[src/pkg/u9m_cfg.svh]
// constants for the nine-bit multiprocessor serial port: offsets, fields, resets, counts
// assumes a 32-bit AXI4-Lite slave with one aligned word per register
//
// Notes on behaviour
// - nine-bit variable mode sends and receives eleven bit periods per frame
// - frame is low start, eight data bits lsb first, ninth bit, high stop
// - variable mode bit rate comes from the loaded baud rate value register
// - control bits 7 and 6 both one select the variable nine-bit mode
// - outgoing ninth bit is the last written transmit ninth bit field
// - writing a byte to the data register while the transmitter is idle loads it and starts one frame
// - frames are taken in only while the receive enable field is one
// - with reception enabled a falling receive pin starts a frame
// - in both nine-bit modes the received ninth bit lands in control bit 2
// - with filter enabled, ninth bit zero gives no receive interrupt; one gives it
// - address filtering acts only in nine-bit modes with parity disabled
// - in synchronous shift mode the filter field has no effect
// - in eight-bit mode with filter set, interrupt only on a valid high stop
// - stop bit is not stored; only eight data bits and the ninth are kept
`ifndef U9M_CFG_SVH
`define U9M_CFG_SVH
// register indices; byte address is four times the index
`define U9M_IDX_CTRL 8'h00
`define U9M_IDX_BAUD 8'h01
`define U9M_IDX_STAT 8'h02
`define U9M_IDX_CLR 8'h03
`define U9M_IDX_ENA 8'h04
`define U9M_IDX_DATA 8'hFF
// control word fields
`define U9M_CTRL_MODE_HI 7
`define U9M_CTRL_MODE_LO 6
`define U9M_CTRL_FILT 5
`define U9M_CTRL_RXEN 4
`define U9M_CTRL_TX9 3
`define U9M_CTRL_RX9 2
`define U9M_CTRL_TXP 1
`define U9M_CTRL_RXP 0
`define U9M_CTRL_PAR 8
// status bits
`define U9M_ST_RX 0
`define U9M_ST_TX 1
// reset values
`define U9M_CTRL_RST 8'h00
`define U9M_BAUD_RST 16'h0000
// bit timing: sixteen ticks per bit, sampled at the middle
`define U9M_OVS 4'hF
`define U9M_MID 4'h7
`define U9M_BITS9 4'hA
`define U9M_BITS8 4'h9
// bus responses
`define U9M_OKAY 2'h0
`define U9M_SLVERR 2'h2
`endif

[src/pkg/u9m_pkg.sv]
// types for the nine-bit multiprocessor serial port
// assumes u9m_cfg.svh for the numeric constants
package u9m_pkg;
  // operating modes as held in control bits 7:6
  typedef enum logic [1:0] {
    U9M_SHIFT = 2'h0,
    U9M_ASYNC8 = 2'h1,
    U9M_NINE_FIXED = 2'h2,
    U9M_NINE_VAR = 2'h3
  } u9m_mode_t;
  // software visible control fields
  typedef struct packed {
    logic par_en;
    u9m_mode_t mode;
    logic filt_en;
    logic rx_en;
    logic tx9;
  } u9m_ctrl_t;
  // one received frame
  typedef struct packed {
    logic ninth;
    logic [7:0] data;
  } u9m_rxw_t;
  typedef enum {U9M_TX_IDLE, U9M_TX_SEND} u9m_tx_st_t;
  typedef enum {U9M_RX_IDLE, U9M_RX_SHIFT} u9m_rx_st_t;
endpackage : u9m_pkg

[src/hw/u9m_top.sv]
// nine-bit multiprocessor serial port with AXI4-Lite register access
// assumes one system clock; RXD_I comes from a pin and is synchronised here
`include "u9m_cfg.svh"
`timescale 1ns/10ps
`default_nettype none
module u9m_top #(
  parameter int ADDR_W = 12,
  parameter int BAUD_W = 16
) (
  input wire logic SYS_CLK_I,
  input wire logic RST_N_I,
  input wire logic [ADDR_W-1:0] S_AXI_AWADDR_I,
  input wire logic S_AXI_AWVALID_I,
  output logic S_AXI_AWREADY_O,
  input wire logic [31:0] S_AXI_WDATA_I,
  input wire logic [3:0] S_AXI_WSTRB_I,
  input wire logic S_AXI_WVALID_I,
  output logic S_AXI_WREADY_O,
  output logic [1:0] S_AXI_BRESP_O,
  output logic S_AXI_BVALID_O,
  input wire logic S_AXI_BREADY_I,
  input wire logic [ADDR_W-1:0] S_AXI_ARADDR_I,
  input wire logic S_AXI_ARVALID_I,
  output logic S_AXI_ARREADY_O,
  output logic [31:0] S_AXI_RDATA_O,
  output logic [1:0] S_AXI_RRESP_O,
  output logic S_AXI_RVALID_O,
  input wire logic S_AXI_RREADY_I,
  input wire logic RXD_I,
  output logic TXD_O,
  output logic IRQ_O
);
  // the data register index 0xFF needs ten byte-address bits
  if (ADDR_W < 10 || BAUD_W < 1 || BAUD_W > 24) begin : g_chk
    $error("u9m_top: unsupported ADDR_W or BAUD_W");
  end

  u9m_pkg::u9m_ctrl_t ctrl_q;
  logic [BAUD_W-1:0] baud_q;
  logic [1:0] stat_q;
  logic [1:0] ena_q;
  u9m_pkg::u9m_rxw_t rxbuf_q;
  logic [ADDR_W-1:0] awaddr_q;
  logic [31:0] wdata_q;
  logic [3:0] wstrb_q;
  logic awready_q, wready_q, bvalid_q, arready_q, rvalid_q;
  logic [1:0] bresp_q, rresp_q;
  logic [31:0] rdata_q;
  logic wr_go;
  logic [7:0] wr_idx, rd_idx;
  logic wr_ctrl, wr_baud, wr_clr, wr_ena, wr_data, wr_hit;
  logic nine, tx_done, rx_done, rx_irq_ok;

  // the write fires once both address and data are held and no answer is pending
  assign wr_go = !awready_q && !wready_q && !bvalid_q;
  assign wr_idx = awaddr_q[9:2];
  assign rd_idx = S_AXI_ARADDR_I[9:2];
  assign nine = ctrl_q.mode[1];

  // write decode; bits above the data register's index must be zero
  always_comb begin
    wr_ctrl = 1'b0;
    wr_baud = 1'b0;
    wr_clr = 1'b0;
    wr_ena = 1'b0;
    wr_data = 1'b0;
    if (awaddr_q[1:0] != 2'h0 || (ADDR_W > 10 && |(awaddr_q >> 10))) begin
      wr_hit = 1'b0;
    end else if (wr_idx == `U9M_IDX_CTRL) begin
      wr_ctrl = wr_go;
      wr_hit = 1'b1;
    end else if (wr_idx == `U9M_IDX_BAUD) begin
      wr_baud = wr_go;
      wr_hit = 1'b1;
    end else if (wr_idx == `U9M_IDX_STAT) begin
      wr_hit = 1'b1;
    end else if (wr_idx == `U9M_IDX_CLR) begin
      wr_clr = wr_go;
      wr_hit = 1'b1;
    end else if (wr_idx == `U9M_IDX_ENA) begin
      wr_ena = wr_go;
      wr_hit = 1'b1;
    end else if (wr_idx == `U9M_IDX_DATA) begin
      wr_data = wr_go && wstrb_q[0];
      wr_hit = 1'b1;
    end else begin
      wr_hit = 1'b0;
    end
  end

  // write address and data channels, taken in either order
  always_ff @(posedge SYS_CLK_I or negedge RST_N_I) begin
    if (!RST_N_I) begin
      awready_q <= 1'b1;
      wready_q <= 1'b1;
      bvalid_q <= 1'b0;
      bresp_q <= `U9M_OKAY;
      awaddr_q <= '0;
      wdata_q <= 32'h0;
      wstrb_q <= 4'h0;
    end else begin
      if (awready_q && S_AXI_AWVALID_I) begin
        awready_q <= 1'b0;
        awaddr_q <= S_AXI_AWADDR_I;
      end
      if (wready_q && S_AXI_WVALID_I) begin
        wready_q <= 1'b0;
        wdata_q <= S_AXI_WDATA_I;
        wstrb_q <= S_AXI_WSTRB_I;
      end
      if (wr_go) begin
        bvalid_q <= 1'b1;
        bresp_q <= wr_hit ? `U9M_OKAY : `U9M_SLVERR;
      end else if (bvalid_q && S_AXI_BREADY_I) begin
        bvalid_q <= 1'b0;
        awready_q <= 1'b1;
        wready_q <= 1'b1;
      end
    end
  end

  // read channel: answer one cycle after the address is taken
  always_ff @(posedge SYS_CLK_I or negedge RST_N_I) begin
    if (!RST_N_I) begin
      arready_q <= 1'b1;
      rvalid_q <= 1'b0;
      rdata_q <= 32'h0;
      rresp_q <= `U9M_OKAY;
    end else if (arready_q && S_AXI_ARVALID_I) begin
      arready_q <= 1'b0;
      rvalid_q <= 1'b1;
      rresp_q <= `U9M_OKAY;
      rdata_q <= 32'h0;
      if (S_AXI_ARADDR_I[1:0] != 2'h0 || (ADDR_W > 10 && |(S_AXI_ARADDR_I >> 10))) begin
        rresp_q <= `U9M_SLVERR;
      end else if (rd_idx == `U9M_IDX_CTRL) begin
        rdata_q[`U9M_CTRL_PAR] <= ctrl_q.par_en;
        rdata_q[`U9M_CTRL_MODE_HI:`U9M_CTRL_MODE_LO] <= ctrl_q.mode;
        rdata_q[`U9M_CTRL_FILT] <= ctrl_q.filt_en;
        rdata_q[`U9M_CTRL_RXEN] <= ctrl_q.rx_en;
        rdata_q[`U9M_CTRL_TX9] <= ctrl_q.tx9;
        rdata_q[`U9M_CTRL_RX9] <= rxbuf_q.ninth;
        rdata_q[`U9M_CTRL_TXP] <= stat_q[`U9M_ST_TX];
        rdata_q[`U9M_CTRL_RXP] <= stat_q[`U9M_ST_RX];
      end else if (rd_idx == `U9M_IDX_BAUD) begin
        rdata_q[BAUD_W-1:0] <= baud_q;
      end else if (rd_idx == `U9M_IDX_STAT) begin
        rdata_q[1:0] <= stat_q;
      end else if (rd_idx == `U9M_IDX_CLR) begin
        rdata_q[1:0] <= 2'h0; // write-only
      end else if (rd_idx == `U9M_IDX_ENA) begin
        rdata_q[1:0] <= ena_q;
      end else if (rd_idx == `U9M_IDX_DATA) begin
        rdata_q[7:0] <= rxbuf_q.data;
      end else begin
        rresp_q <= `U9M_SLVERR;
      end
    end else if (rvalid_q && S_AXI_RREADY_I) begin
      rvalid_q <= 1'b0;
      arready_q <= 1'b1;
    end
  end

  // control and baud registers; the filter field comes up clear, firmware sets it
  always_ff @(posedge SYS_CLK_I or negedge RST_N_I) begin
    if (!RST_N_I) begin
      ctrl_q <= '0;
      baud_q <= '0;
      ena_q <= 2'h0;
    end else begin
      if (wr_ctrl && wstrb_q[0]) begin
        ctrl_q.mode <= u9m_pkg::u9m_mode_t'(wdata_q[`U9M_CTRL_MODE_HI:`U9M_CTRL_MODE_LO]);
        ctrl_q.filt_en <= wdata_q[`U9M_CTRL_FILT];
        ctrl_q.rx_en <= wdata_q[`U9M_CTRL_RXEN];
        ctrl_q.tx9 <= wdata_q[`U9M_CTRL_TX9];
      end
      if (wr_ctrl && wstrb_q[1]) begin
        ctrl_q.par_en <= wdata_q[`U9M_CTRL_PAR];
      end
      if (wr_baud) begin
        baud_q <= wdata_q[BAUD_W-1:0];
      end
      if (wr_ena && wstrb_q[0]) begin
        ena_q <= wdata_q[1:0];
      end
    end
  end

  // sticky pending bits; a new event beats a clear in the same cycle
  always_ff @(posedge SYS_CLK_I or negedge RST_N_I) begin
    if (!RST_N_I) begin
      stat_q <= 2'h0;
    end else begin
      if (wr_clr && wstrb_q[0]) begin
        stat_q <= stat_q & ~wdata_q[1:0];
      end
      if (rx_done && rx_irq_ok) begin
        stat_q[`U9M_ST_RX] <= 1'b1;
      end
      if (tx_done) begin
        stat_q[`U9M_ST_TX] <= 1'b1;
      end
    end
  end

  // interrupt level; one cycle behind the status so it leaves a flop
  always_ff @(posedge SYS_CLK_I or negedge RST_N_I) begin
    if (!RST_N_I) begin
      IRQ_O <= 1'b0;
    end else begin
      IRQ_O <= |(stat_q & ena_q);
    end
  end

  // oversampling tick: fixed nine-bit mode runs one tick per clock,
  // the other modes divide by baud value plus one
  logic [BAUD_W-1:0] div_q;
  logic tick;
  assign tick = (ctrl_q.mode == u9m_pkg::U9M_NINE_FIXED) || (div_q == '0);
  always_ff @(posedge SYS_CLK_I or negedge RST_N_I) begin
    if (!RST_N_I) begin
      div_q <= '0;
    end else if (div_q == '0) begin
      div_q <= baud_q;
    end else begin
      div_q <= div_q - 1'b1;
    end
  end

  // transmitter; a data write while a frame is going out is dropped
  u9m_pkg::u9m_tx_st_t tx_st_q;
  logic [10:0] tx_sh_q;
  logic [3:0] tx_ph_q, tx_bit_q;
  logic [3:0] nbits;
  assign nbits = nine ? `U9M_BITS9 : `U9M_BITS8;
  always_ff @(posedge SYS_CLK_I or negedge RST_N_I) begin
    if (!RST_N_I) begin
      tx_st_q <= u9m_pkg::U9M_TX_IDLE;
      tx_sh_q <= 11'h7FF;
      tx_ph_q <= 4'h0;
      tx_bit_q <= 4'h0;
      TXD_O <= 1'b1;
      tx_done <= 1'b0;
    end else begin
      tx_done <= 1'b0;
      case (tx_st_q)
        u9m_pkg::U9M_TX_IDLE: begin
          TXD_O <= 1'b1;
          if (wr_data) begin
            // stop, ninth, data lsb first, start; eight-bit frames put the stop in bit 9
            tx_sh_q <= {1'b1, nine ? ctrl_q.tx9 : 1'b1, wdata_q[7:0], 1'b0};
            tx_ph_q <= 4'h0;
            tx_bit_q <= 4'h0;
            tx_st_q <= u9m_pkg::U9M_TX_SEND;
          end
        end
        u9m_pkg::U9M_TX_SEND: begin
          TXD_O <= tx_sh_q[0];
          if (tick) begin
            tx_ph_q <= tx_ph_q + 4'h1;
            if (tx_ph_q == `U9M_OVS) begin
              tx_sh_q <= {1'b1, tx_sh_q[10:1]};
              tx_bit_q <= tx_bit_q + 4'h1;
              if (tx_bit_q == nbits) begin
                tx_st_q <= u9m_pkg::U9M_TX_IDLE;
                tx_done <= 1'b1;
              end
            end
          end
        end
        default: tx_st_q <= u9m_pkg::U9M_TX_IDLE;
      endcase
    end
  end

  // receive pin synchroniser and a third stage for edge detection
  logic rx_s1_q, rx_s2_q, rx_s3_q;
  always_ff @(posedge SYS_CLK_I or negedge RST_N_I) begin
    if (!RST_N_I) begin
      rx_s1_q <= 1'b1;
      rx_s2_q <= 1'b1;
      rx_s3_q <= 1'b1;
    end else begin
      rx_s1_q <= RXD_I;
      rx_s2_q <= rx_s1_q;
      rx_s3_q <= rx_s2_q;
    end
  end

  // receiver: sample each bit at its middle tick
  u9m_pkg::u9m_rx_st_t rx_st_q;
  logic [3:0] rx_ph_q, rx_bit_q;
  logic [8:0] rx_sh_q;
  logic rx_stop_q, rx_ninth;
  always_ff @(posedge SYS_CLK_I or negedge RST_N_I) begin
    if (!RST_N_I) begin
      rx_st_q <= u9m_pkg::U9M_RX_IDLE;
      rx_ph_q <= 4'h0;
      rx_bit_q <= 4'h0;
      rx_sh_q <= 9'h000;
      rx_stop_q <= 1'b0;
      rx_done <= 1'b0;
    end else begin
      rx_done <= 1'b0;
      case (rx_st_q)
        u9m_pkg::U9M_RX_IDLE: begin
          if (ctrl_q.rx_en && rx_s3_q && !rx_s2_q) begin
            rx_ph_q <= 4'h0;
            rx_bit_q <= 4'h0;
            rx_st_q <= u9m_pkg::U9M_RX_SHIFT;
          end
        end
        u9m_pkg::U9M_RX_SHIFT: begin
          if (!ctrl_q.rx_en) begin
            rx_st_q <= u9m_pkg::U9M_RX_IDLE;
          end else if (tick) begin
            rx_ph_q <= rx_ph_q + 4'h1;
            if (rx_ph_q == `U9M_MID) begin
              rx_bit_q <= rx_bit_q + 4'h1;
              if (rx_bit_q == 4'h0 && rx_s2_q) begin
                rx_st_q <= u9m_pkg::U9M_RX_IDLE; // false start glitch
              end else if (rx_bit_q == nbits) begin
                rx_stop_q <= rx_s2_q; // checked, never stored as data
                rx_done <= 1'b1;
                rx_st_q <= u9m_pkg::U9M_RX_IDLE;
              end else if (rx_bit_q != 4'h0) begin
                rx_sh_q <= {rx_s2_q, rx_sh_q[8:1]}; // lsb first
              end
            end
          end
        end
        default: rx_st_q <= u9m_pkg::U9M_RX_IDLE;
      endcase
    end
  end

  // in eight-bit frames the last shifted bit is d7, so the word sits one higher
  assign rx_ninth = rx_sh_q[8];

  // receive interrupt qualification by mode and filter
  always_comb begin
    rx_irq_ok = 1'b1;
    if (ctrl_q.mode == u9m_pkg::U9M_SHIFT) begin
      rx_irq_ok = 1'b1;
    end else if (ctrl_q.mode == u9m_pkg::U9M_ASYNC8) begin
      rx_irq_ok = !ctrl_q.filt_en || rx_stop_q;
    end else if (ctrl_q.filt_en && !ctrl_q.par_en) begin
      rx_irq_ok = rx_ninth;
    end
  end

  // received word store; the filter only gates the interrupt, data still lands
  always_ff @(posedge SYS_CLK_I or negedge RST_N_I) begin
    if (!RST_N_I) begin
      rxbuf_q <= '0;
    end else if (rx_done) begin
      if (nine) begin
        rxbuf_q.data <= rx_sh_q[7:0];
        rxbuf_q.ninth <= rx_ninth;
      end else begin
        rxbuf_q.data <= rx_sh_q[8:1];
      end
    end
  end

  // bus outputs straight from flops
  assign S_AXI_AWREADY_O = awready_q;
  assign S_AXI_WREADY_O = wready_q;
  assign S_AXI_BVALID_O = bvalid_q;
  assign S_AXI_BRESP_O = bresp_q;
  assign S_AXI_ARREADY_O = arready_q;
  assign S_AXI_RVALID_O = rvalid_q;
  assign S_AXI_RDATA_O = rdata_q;
  assign S_AXI_RRESP_O = rresp_q;
endmodule : u9m_top
`default_nettype wire

[config.mk]
export PLATFORM = sky130hd
export DESIGN_NAME = u9m_top
export DESIGN_NICKNAME = d
export VERILOG_FILES = /design/src/pkg/u9m_pkg.sv /design/src/hw/u9m_top.sv
export VERILOG_INCLUDE_DIRS = /design/src /design/src/pkg
export SDC_FILE = /design/constraint.sdc
export NUM_CORES = 1
export LEC_CHECK = 0
export BUFFER_PORTS_ARGS = -buffer_cell sky130_fd_sc_hd__clkbuf_2
export CORE_UTILIZATION = 57
export CTS_CLUSTER_DIAMETER = 40
export DETAILED_ROUTE_END_ITERATION = 7
export HOLD_SLACK_MARGIN = 0.12
export PLACE_DENSITY = 0.8
export SLEW_MARGIN = 20
export SYNTH_ARGS = -nofsm -noshare
export SYNTH_HDL_FRONTEND = slang
export SYNTH_SLANG_ARGS = --single-unit
[constraint.sdc]
create_clock -name SYS_CLK_I -period 2.8 [get_ports SYS_CLK_I]
set_input_delay 0.14 -clock SYS_CLK_I [delete_from_list [all_inputs] [get_ports SYS_CLK_I]]
set_output_delay 0.14 -clock SYS_CLK_I [all_outputs]
set_load 0.01 [all_outputs]
# Word-level counts from Yosys, hierarchy flattened
# Index checks and enable logic that the tools add are counted.
[word_totals]
ff_bits = 214
latchBits = 0
ram_bits = 0
mem_bits_ro = 0
in_bits = 68
output_inout_bits = 43
word_cells = 246
memories = 0
[classes]
add_sub_neg = 5
multipliers = 0
n_div = 0
order_cmp = 0
eq_ne = 29
n_shift = 0
mux = 113
bitwise_logic = 5
reduce_logical = 55
[ops]
columns = ["op", "count"]
rows = [
  ["two-way mux 32 bit", 10],
  ["one-hot mux 32 bit (2 select lines)", 2],
  ["== test 32 x 1 -> 1 bit, second input constant", 2],
  ["zero test 32 bit", 2],
  ["two-way mux 1 bit", 58],
  ["two-way mux 4 bit", 10],
  ["two-way mux 11 bit", 3],
  ["== test 8 x 2 -> 1 bit, second input constant", 4],
  ["two-way mux 16 bit", 2],
  ["two-way mux 8 bit", 4],
  ["one-hot mux 4 bit (2 select lines)", 4],
  ["two-way mux 2 bit", 13],
  ["one-hot mux 11 bit (2 select lines)", 1],
  ["two-way mux 6 bit", 3],
  ["logical AND 1 bit", 17],
  ["adder 4 x 1 -> 4 bit, second input constant", 4],
  ["== test 8 x 1 -> 1 bit, second input constant", 2],
  ["== test 8 x 3 -> 1 bit, second input constant", 2],
  ["== test 8 bit, second input constant", 2],
  ["zero test 16 bit", 1],
  ["zero test 8 bit", 2],
  ["inequality test 2 bit, second input constant", 8],
  ["AND reduction 4 bit", 4],
  ["nonzero test 2 bit", 8],
  ["other kinds (25)", 39],
]

# Logic depth before layout (Yosys ltp)
# Gate-level depths: netlist of the first run.
[logic_depth]
ltp_word = 13
mapped_depth = 8
ltp_nobuf = 7

# Worst setup path before layout of the first run
# OpenSTA, ideal clock, no wires.
[synth_path]
path_type = "register to register"
start = "register div_q[0]"
end = "register rx_sh_q[0]"
setup_time_ns = 0.125
t_arrival_ns = 1.999
setup_slack_ns = 0.676
stages_incl_launch_ff = 8
n_path_buf = 0
synth_period_minus_slack_ns = 2.124
cell_sequence = "dfrtp_1 > inv_1 > ha_1 > nor4b_2 > nand4_2 > a211o_1 > a21oi_4 > mux2_4"
[synth_between]
elab_chain_cells = 3
[synth_rtl]
columns = ["item", "line", "text"]
rows = [
  ["from (decl)", "u9m_top.sv:217", "logic [BAUD_W-1:0] div_q;"],
  ["from (signal assigned)", "u9m_top.sv:224", "div_q <= baud_q;"],
  ["from (signal assigned)", "u9m_top.sv:226", "div_q <= div_q - 1'b1;"],
  ["zero test 16 bit", "u9m_top.sv:219", "assign tick = (ctrl_q.mode == u9m_pkg::U9M_NINE_FIXED) || (div_q == '0);"],
  ["logical OR 1 bit", "u9m_top.sv:219", ""],
  ["AND reduction 7 bit (no line)", "-", ""],
  ["to (signal assigned)", "u9m_top.sv:327", "rx_sh_q <= {rx_s2_q, rx_sh_q[8:1]};"],
  ["to (decl)", "u9m_top.sv:293", "logic [8:0] rx_sh_q;"],
]
# No other way between the ends.
# A chain may end at the register's enable or synchronous reset.

# Worst setup path after layout of the first run
[layout_path]
start = "register div_q[0]"
end = "register rx_sh_q[3]"
# Same word-level chain as after synthesis.

==> flow_summary.toml, run 1 <==
[outcome]
status = "completed"

[final_layout]
instances_no_fill = 864
syn2layout_area_growth_pct = 20.5
ant_diodes = 0
final_area_sq_mm = 0.00837
most-common-layout-cells = "132 x sky130_fd_sc_hd__dfrtp_1, 73 x sky130_fd_sc_hd__clkbuf_2, 64 x sky130_fd_sc_hd__mux2_2"
final_common_cell = "sky130_fd_sc_hd__dfrtp_1"
share_of_final_layout_standard_cells_stronger_than_drive_strength_1_pct = 30.2
final_util_pct = 71.7
final_nets = 783

[drt]
wl_mm = 15.2
drt_pass1_iterations = 5
routed_vias = 5050
viasPerCell = 5.84
avgRoutedWirePerCell_um = 17.6
drt_iter0_markers = 335
drtAntennaViolNets = 0
drt_drc_violations_left = 0

[yosys]
synth-async-reset-ratio_pct = 100
ys.warnings.count = 0
syn_avg_cell_area_sq_um = 11.8
syn_area_sq_mm = 0.00694
synth_seq_cells = 149
syn_inst = 590
synth.yosys.seq_area_share_pct = 54.0
yosys.cell_types.count = 58
synthFlopType = "sky130_fd_sc_hd__dfrtp_1"
synth_edf_count = 0

[placement]
post-place-cells = 792
place_ws_ns = 0.459
gp_congestion = 0.828
placedInstanceArea_sq_mm = 0.00741
buffer_ports.inserted = 74
hpwlAfterDp_mm = 9.85

[timing]
setup_tns_ns = 0
grt_setup_unrepaired = "no"
slew_headroom_pct = 33.6
setup-violations-final = 0
worst_slew_pin_slew_ns = 0.993
finalHoldViolCount = 0
finalWorstPathRequiredPeriod_ns = 2.39
max_clock_freq_ghz = 0.418
layout_setup_ws_ns = 0.406
hold_ws_ns = 0.265
final_min_period_over_clock_period_pct = 85.5
slew_viol_final = 0
post_route_skew_ns = 0.00701

[setup_path]
timing_worst_setup_path_type = "register to register"
worstSetupStartpointType = "register"
critical_path.startpoint = "div_q[0]"
cp_slowest_cell = "sky130_fd_sc_hd__dfrtp_1"
setup.worst_path.end_class = "register"
cp.arrival_ns = 2.69
timing.critical_path.cells = "inv_1 -> ha_1 -> nor4b_2 -> nand4_2 -> a211o_1 -> a21oi_4 -> mux2_4"
worst-path-max-fanout = 9
critical-path-max-stage-delay_ns = 0.43
ff2ff_setup_slack_ns = 0.41
crit-reg2reg-launch = "div_q[0]"
critical_path_required_ns = 3.10

[clocking]
cts_buffer_depth = 2
cts_tree = "done"
tritoncts.num_buffers = 17
clock_pin_transition_on_the_worst_setup_and_hold_timing_paths_ns = 0.06
cts_setup_buffers = 0
cts_root_buf = "sky130_fd_sc_hd__clkbuf_16"
cts_repair_resize_count = 0
clock_sink_count = 149
worst_skew_pair.late_latency_ns = 0.42
ctsHtreeMaxLevel = 4
cts_hold_buffers = 40

[die]
num_io_pins = 111
placeableCoreArea_sq_mm = 0.0117
dieArea_sq_mm = 0.0126
placement_rows = 39
start_util_pct = 59.5
die_y_um = 112
die_width_um = 112

[global_routing]
grt-ovfl-total = 0
globalRouteTotalUtil_pct = 25.9
first_pass_grt_wire_length_mm = 25.3
grt.met3_usage_pct = 5.99
grt_antenna_before_repair = 0
grt_start_max_net_pins = 89
grt_busiest_layer = "met2"
grt_use_met2_pct = 44.7
gr-usage-met1_pct = 32.1
first_global_vias = 5093

[min_path]
hold_start = "S_AXI_ARADDR_I[10]"
timing.hold.worst.class = "primary input to register"

[power]
power_per_cell_area_mw_per_mm2 = 732
max-vdd-ir-drop_mv = 0.688
leakage_nw = 3.77
total_power_mw = 6.13

[job]
drv.max_cap_violation_count = 0
path summary, 6_finish.rpt:
check,to,cells past startpoint
setup / recovery,rx_sh_q[3],7
hold / removal,S_AXI_RDATA_O[3],4
setup reg to reg,rx_sh_q[3],7
hold reg to reg,rx_s2_q,0
max in group asynchronous,TXD_O,3
min in group asynchronous,rx_bit_q[2],2
cell usage after synthesis, types with 4 or more instances:
cell type	n	area (sq um)
sky130_fd_sc_hd__a22o_1	15	131
sky130_fd_sc_hd__mux2i_1	19	190
sky130_fd_sc_hd__nor3_1	8	40.0
sky130_fd_sc_hd__nor2_1	31	116
sky130_fd_sc_hd__clkbuf_1	14	52.6
sky130_fd_sc_hd__nand2_1	53	199
sky130_fd_sc_hd__nand3_1	13	65.1
sky130_fd_sc_hd__xor2_1	6	52.6
sky130_fd_sc_hd__ha_1	7	87.6
sky130_fd_sc_hd__nand2b_1	11	68.8
sky130_fd_sc_hd__dfrtp_1	132	3300
sky130_fd_sc_hd__inv_1	15	56.3
sky130_fd_sc_hd__a21oi_1	21	105
sky130_fd_sc_hd__a22oi_1	9	67.6
sky130_fd_sc_hd__o21ai_0	36	180
sky130_fd_sc_hd__mux2_4	9	135
sky130_fd_sc_hd__o221a_2	8	90.1
sky130_fd_sc_hd__nand3b_1	4	30.0
sky130_fd_sc_hd__buf_2	4	20.0
sky130_fd_sc_hd__nand4_1	9	56.3
sky130_fd_sc_hd__buf_4	19	143
sky130_fd_sc_hd__or4_1	4	30.0
sky130_fd_sc_hd__dfstp_2	17	447
sky130_fd_sc_hd__mux2_2	64	721
sky130_fd_sc_hd__xnor2_1	8	70.1
where the power goes:
part           total (mW)  internal (mW)  leakage [nW]  switching, mW
registers            2.98           2.55          1.91          0.431
logic               0.989          0.526          1.59          0.463
clock network        2.16           1.29         0.267          0.864
total                6.13           4.37          3.77           1.76
metal layers:
metal,share of wire (%),vias to the layer above,routed length [um]
li1,-,2342,-
met1,42,2526,6450
met2,52,157,7860
met3,4.1,25,626
met4,1.6,0,246
met5,0,-,0
kinds of logic after synthesis:
family | share of synthesized area, %
flip-flops | 54.0
AND/OR/NAND/NOR | 13.3
buffers and inverters | 4.07
multiplexers | 15.1
XOR/XNOR | 1.77
AO/OA/AOI/OAI | 10.5
other | 0.0540
adder cells (fa/ha/maj) | 1.26
flip-flops by register name, indices dropped and copies added (netlist names), 2 cells and up:
signal	count
S_AXI_RDATA_O	16
baud_q	16
div_q	16
wdata_q	16
awaddr_q	12
tx_sh_q	10
rx_sh_q	9
rxbuf_q	9
ctrl_q	6
rx_bit_q	4
rx_ph_q	4
tx_bit_q	4
tx_ph_q	4
ena_q	2
stat_q	2
wstrb_q	2
worst max-delay path, delay by kind of cell (launching register included):
| family | cells | cell delay [ns] |
|---|---|---|
| compound gates | 2 | 0.78 |
| fa+ha+maj | 1 | 0.17 |
| buf+inv | 1 | 0.11 |
| flops | 1 | 0.43 |
| mux | 1 | 0.35 |
| simple gates | 2 | 0.42 |
area by class of cell:
class,instances,area (sq um)
clock inverter,7,72.6
clock buffer,25,485
fill,778,3300
sequential,149,3750
multi-input combinational,403,2970
tap,143,179
timing repair buffer,122,850
inverter,15,56.3
Note: power is estimated with default switching activity, not from simulation.
==> run 2: changes to the inputs <==
==> constraint.sdc (replaced) <==
create_clock -name SYS_CLK_I -period 2.6 [get_ports SYS_CLK_I]
set_input_delay 0.52 -clock SYS_CLK_I [delete_from_list [all_inputs] [get_ports SYS_CLK_I]]
set_output_delay 0.52 -clock SYS_CLK_I [all_outputs]
set_load 0.01 [all_outputs]
==> flow_summary.toml, run 2 (synthesis gave the netlist of run 1 again) <==
[clocking]
cts_buffer_depth = 2
ctsHtreeMaxLevel = 4
tritoncts.num_buffers = 17
cts_root_buf = "sky130_fd_sc_hd__clkbuf_16"
worst_skew_pair.late_latency_ns = 0.42
clock_pin_transition_on_the_worst_setup_and_hold_timing_paths_ns = 0.06
cts_tree = "done"
cts_setup_buffers = 0
cts_repair_resize_count = 0
clock_sink_count = 149
cts_hold_buffers = 0

[power]
seqPwrFrac_pct = 48.4
share_of_total_power_in_the_clock_network_pct = 36.8
combPwrFrac_pct = 14.8
leakage_nw = 3.65
power_per_cell_area_mw_per_mm2 = 825
switchingPower_mw = 1.85
total_power_mw = 6.63
sw_frac_of_total_pct = 27.9
max-vdd-ir-drop_mv = 0.776
internal-power_mw = 4.78

[placement]
gp_congestion = 0.793
placedInstanceArea_sq_mm = 0.00744
buffer_ports.inserted = 74
hpwlAfterDp_mm = 10.3
post-place-cells = 798

[die]
die_width_um = 112
num_io_pins = 111
start_util_pct = 59.5
die_y_um = 112
placeableCoreArea_sq_mm = 0.0117
placement_rows = 39
dieArea_sq_mm = 0.0126

[final_layout]
most-common-layout-cells = "132 x sky130_fd_sc_hd__dfrtp_1, 73 x sky130_fd_sc_hd__clkbuf_2, 64 x sky130_fd_sc_hd__mux2_2"
ant_diodes = 0
share_of_final_layout_standard_cells_stronger_than_drive_strength_1_pct = 32.8
final_area_sq_mm = 0.00803
final_common_cell = "sky130_fd_sc_hd__dfrtp_1"
syn2layout_area_growth_pct = 15.7
instances_no_fill = 830
final_nets = 749

[global_routing]
grt_start_max_net_pins = 74
first_pass_grt_wire_length_mm = 24.6
first_global_vias = 4981
globalRouteTotalUtil_pct = 25.4
grt_antenna_before_repair = 0
grt-ovfl-total = 0

[timing]
setup_tns_ns = 0
finalWorstPathRequiredPeriod_ns = 2.41
hold_ws_ns = 0.117
slew_viol_final = 0
slew_headroom_pct = 55.4
setup-violations-final = 0
finalHoldViolCount = 0
grt_setup_unrepaired = "no"
worst_slew_pin_slew_ns = 0.660
final_min_period_over_clock_period_pct = 92.7
max_clock_freq_ghz = 0.415
post_route_skew_ns = 0.00554

[drt]
routed-wl-met3_um = 567
wl_met1_mm = 6.24
routed_vias = 4897
drt_pass1_iterations = 4
drtAntennaViolNets = 0
wl_met2_mm = 7.76
routed.top_layer = "met4"
drt_drc_violations_left = 0
wl_mm = 14.8
viasPerCell = 5.90
drt_iter0_markers = 422
avgRoutedWirePerCell_um = 17.8

[setup_path]
ff2ff_setup_slack_ns = 0.19
timing_worst_setup_path_type = "register to register"
critical_path.startpoint = "div_q[0]"
crit-reg2reg-launch = "div_q[0]"
crit_end = "rx_sh_q[7]"
setup.worst_path.end_class = "register"
critical_path_required_ns = 2.90
worstSetupStartpointType = "register"
worst-path-max-fanout = 9
cp.arrival_ns = 2.71
reg2reg_depth = 7
r2r_path_end = "rx_sh_q[7]"

[min_path]
timing.hold.worst.class = "primary input to async pin"

[outcome]
status = "completed"

[job]
drv.max_cap_violation_count = 0
[run 2: metal layers]
| metal | GRT usage, % | vias to the layer above |
|---|---|---|
| met5 | 0 | - |
| li1 | - | 2271 |
| met3 | 6.48 | 22 |
| met4 | 10.5 | 0 |
| met1 | 31.1 | 2468 |
| met2 | 43.0 | 136 |
[run 2: layout make-up]
| class | count | area (sq um) |
|---|---|---|
| Sequential cell | 149 | 3750 |
| Fill cell | 804 | 3630 |
| Multi-Input combinational cell | 403 | 2970 |
| Timing Repair Buffer | 88 | 482 |
| Clock buffer | 25 | 495 |
| Inverter | 15 | 56.3 |
| Clock inverter | 7 | 95.1 |
| Tap cell | 143 | 179 |
[run 2: critical path, stage by stage, from the launching register on]
cell	delay [ns]
sky130_fd_sc_hd__dfrtp_1	0.44
sky130_fd_sc_hd__inv_1	0.11
sky130_fd_sc_hd__ha_1	0.16
sky130_fd_sc_hd__nor4b_2	0.26
sky130_fd_sc_hd__nand4_2	0.17
sky130_fd_sc_hd__a211o_1	0.36
sky130_fd_sc_hd__a21oi_4	0.44
sky130_fd_sc_hd__mux2_4	0.35
[run 2: power groups by stage]
stage               clock, mW  sequential, mW  combinational (mW)
finish                   2.44            3.21               0.982
global route             2.56            3.28                1.09
CTS                      2.47            3.20               0.996
detailed placement          0            3.23               0.979
global placement            0            3.20               0.929
floorplan                   0            3.11               0.728
[run 2: how the worst min path moves through the flow]
stage,cells past startpoint,endpoint,slack (ns),from
floorplan,0,IRQ_O,0.22,RST_N_I
global placement,0,rx_s2_q,0.35,rx_s1_q
detailed placement,0,rx_s2_q,0.36,rx_s1_q
CTS,1,wdata_q[10],0.13,RST_N_I
global route,1,S_AXI_RDATA_O[9],0.16,RST_N_I
finish,1,wdata_q[15],0.12,RST_N_I
[run 2: stage by stage]
step           setup slack, ns  util (%)
6_report                 0.191      68.9
3_5_place_dp             0.238      63.8
4_1_cts                  0.210      68.9
5_1_grt                 0.0868      68.9
3_3_place_gp             0.314      63.8
2_1_floorplan            0.476         -
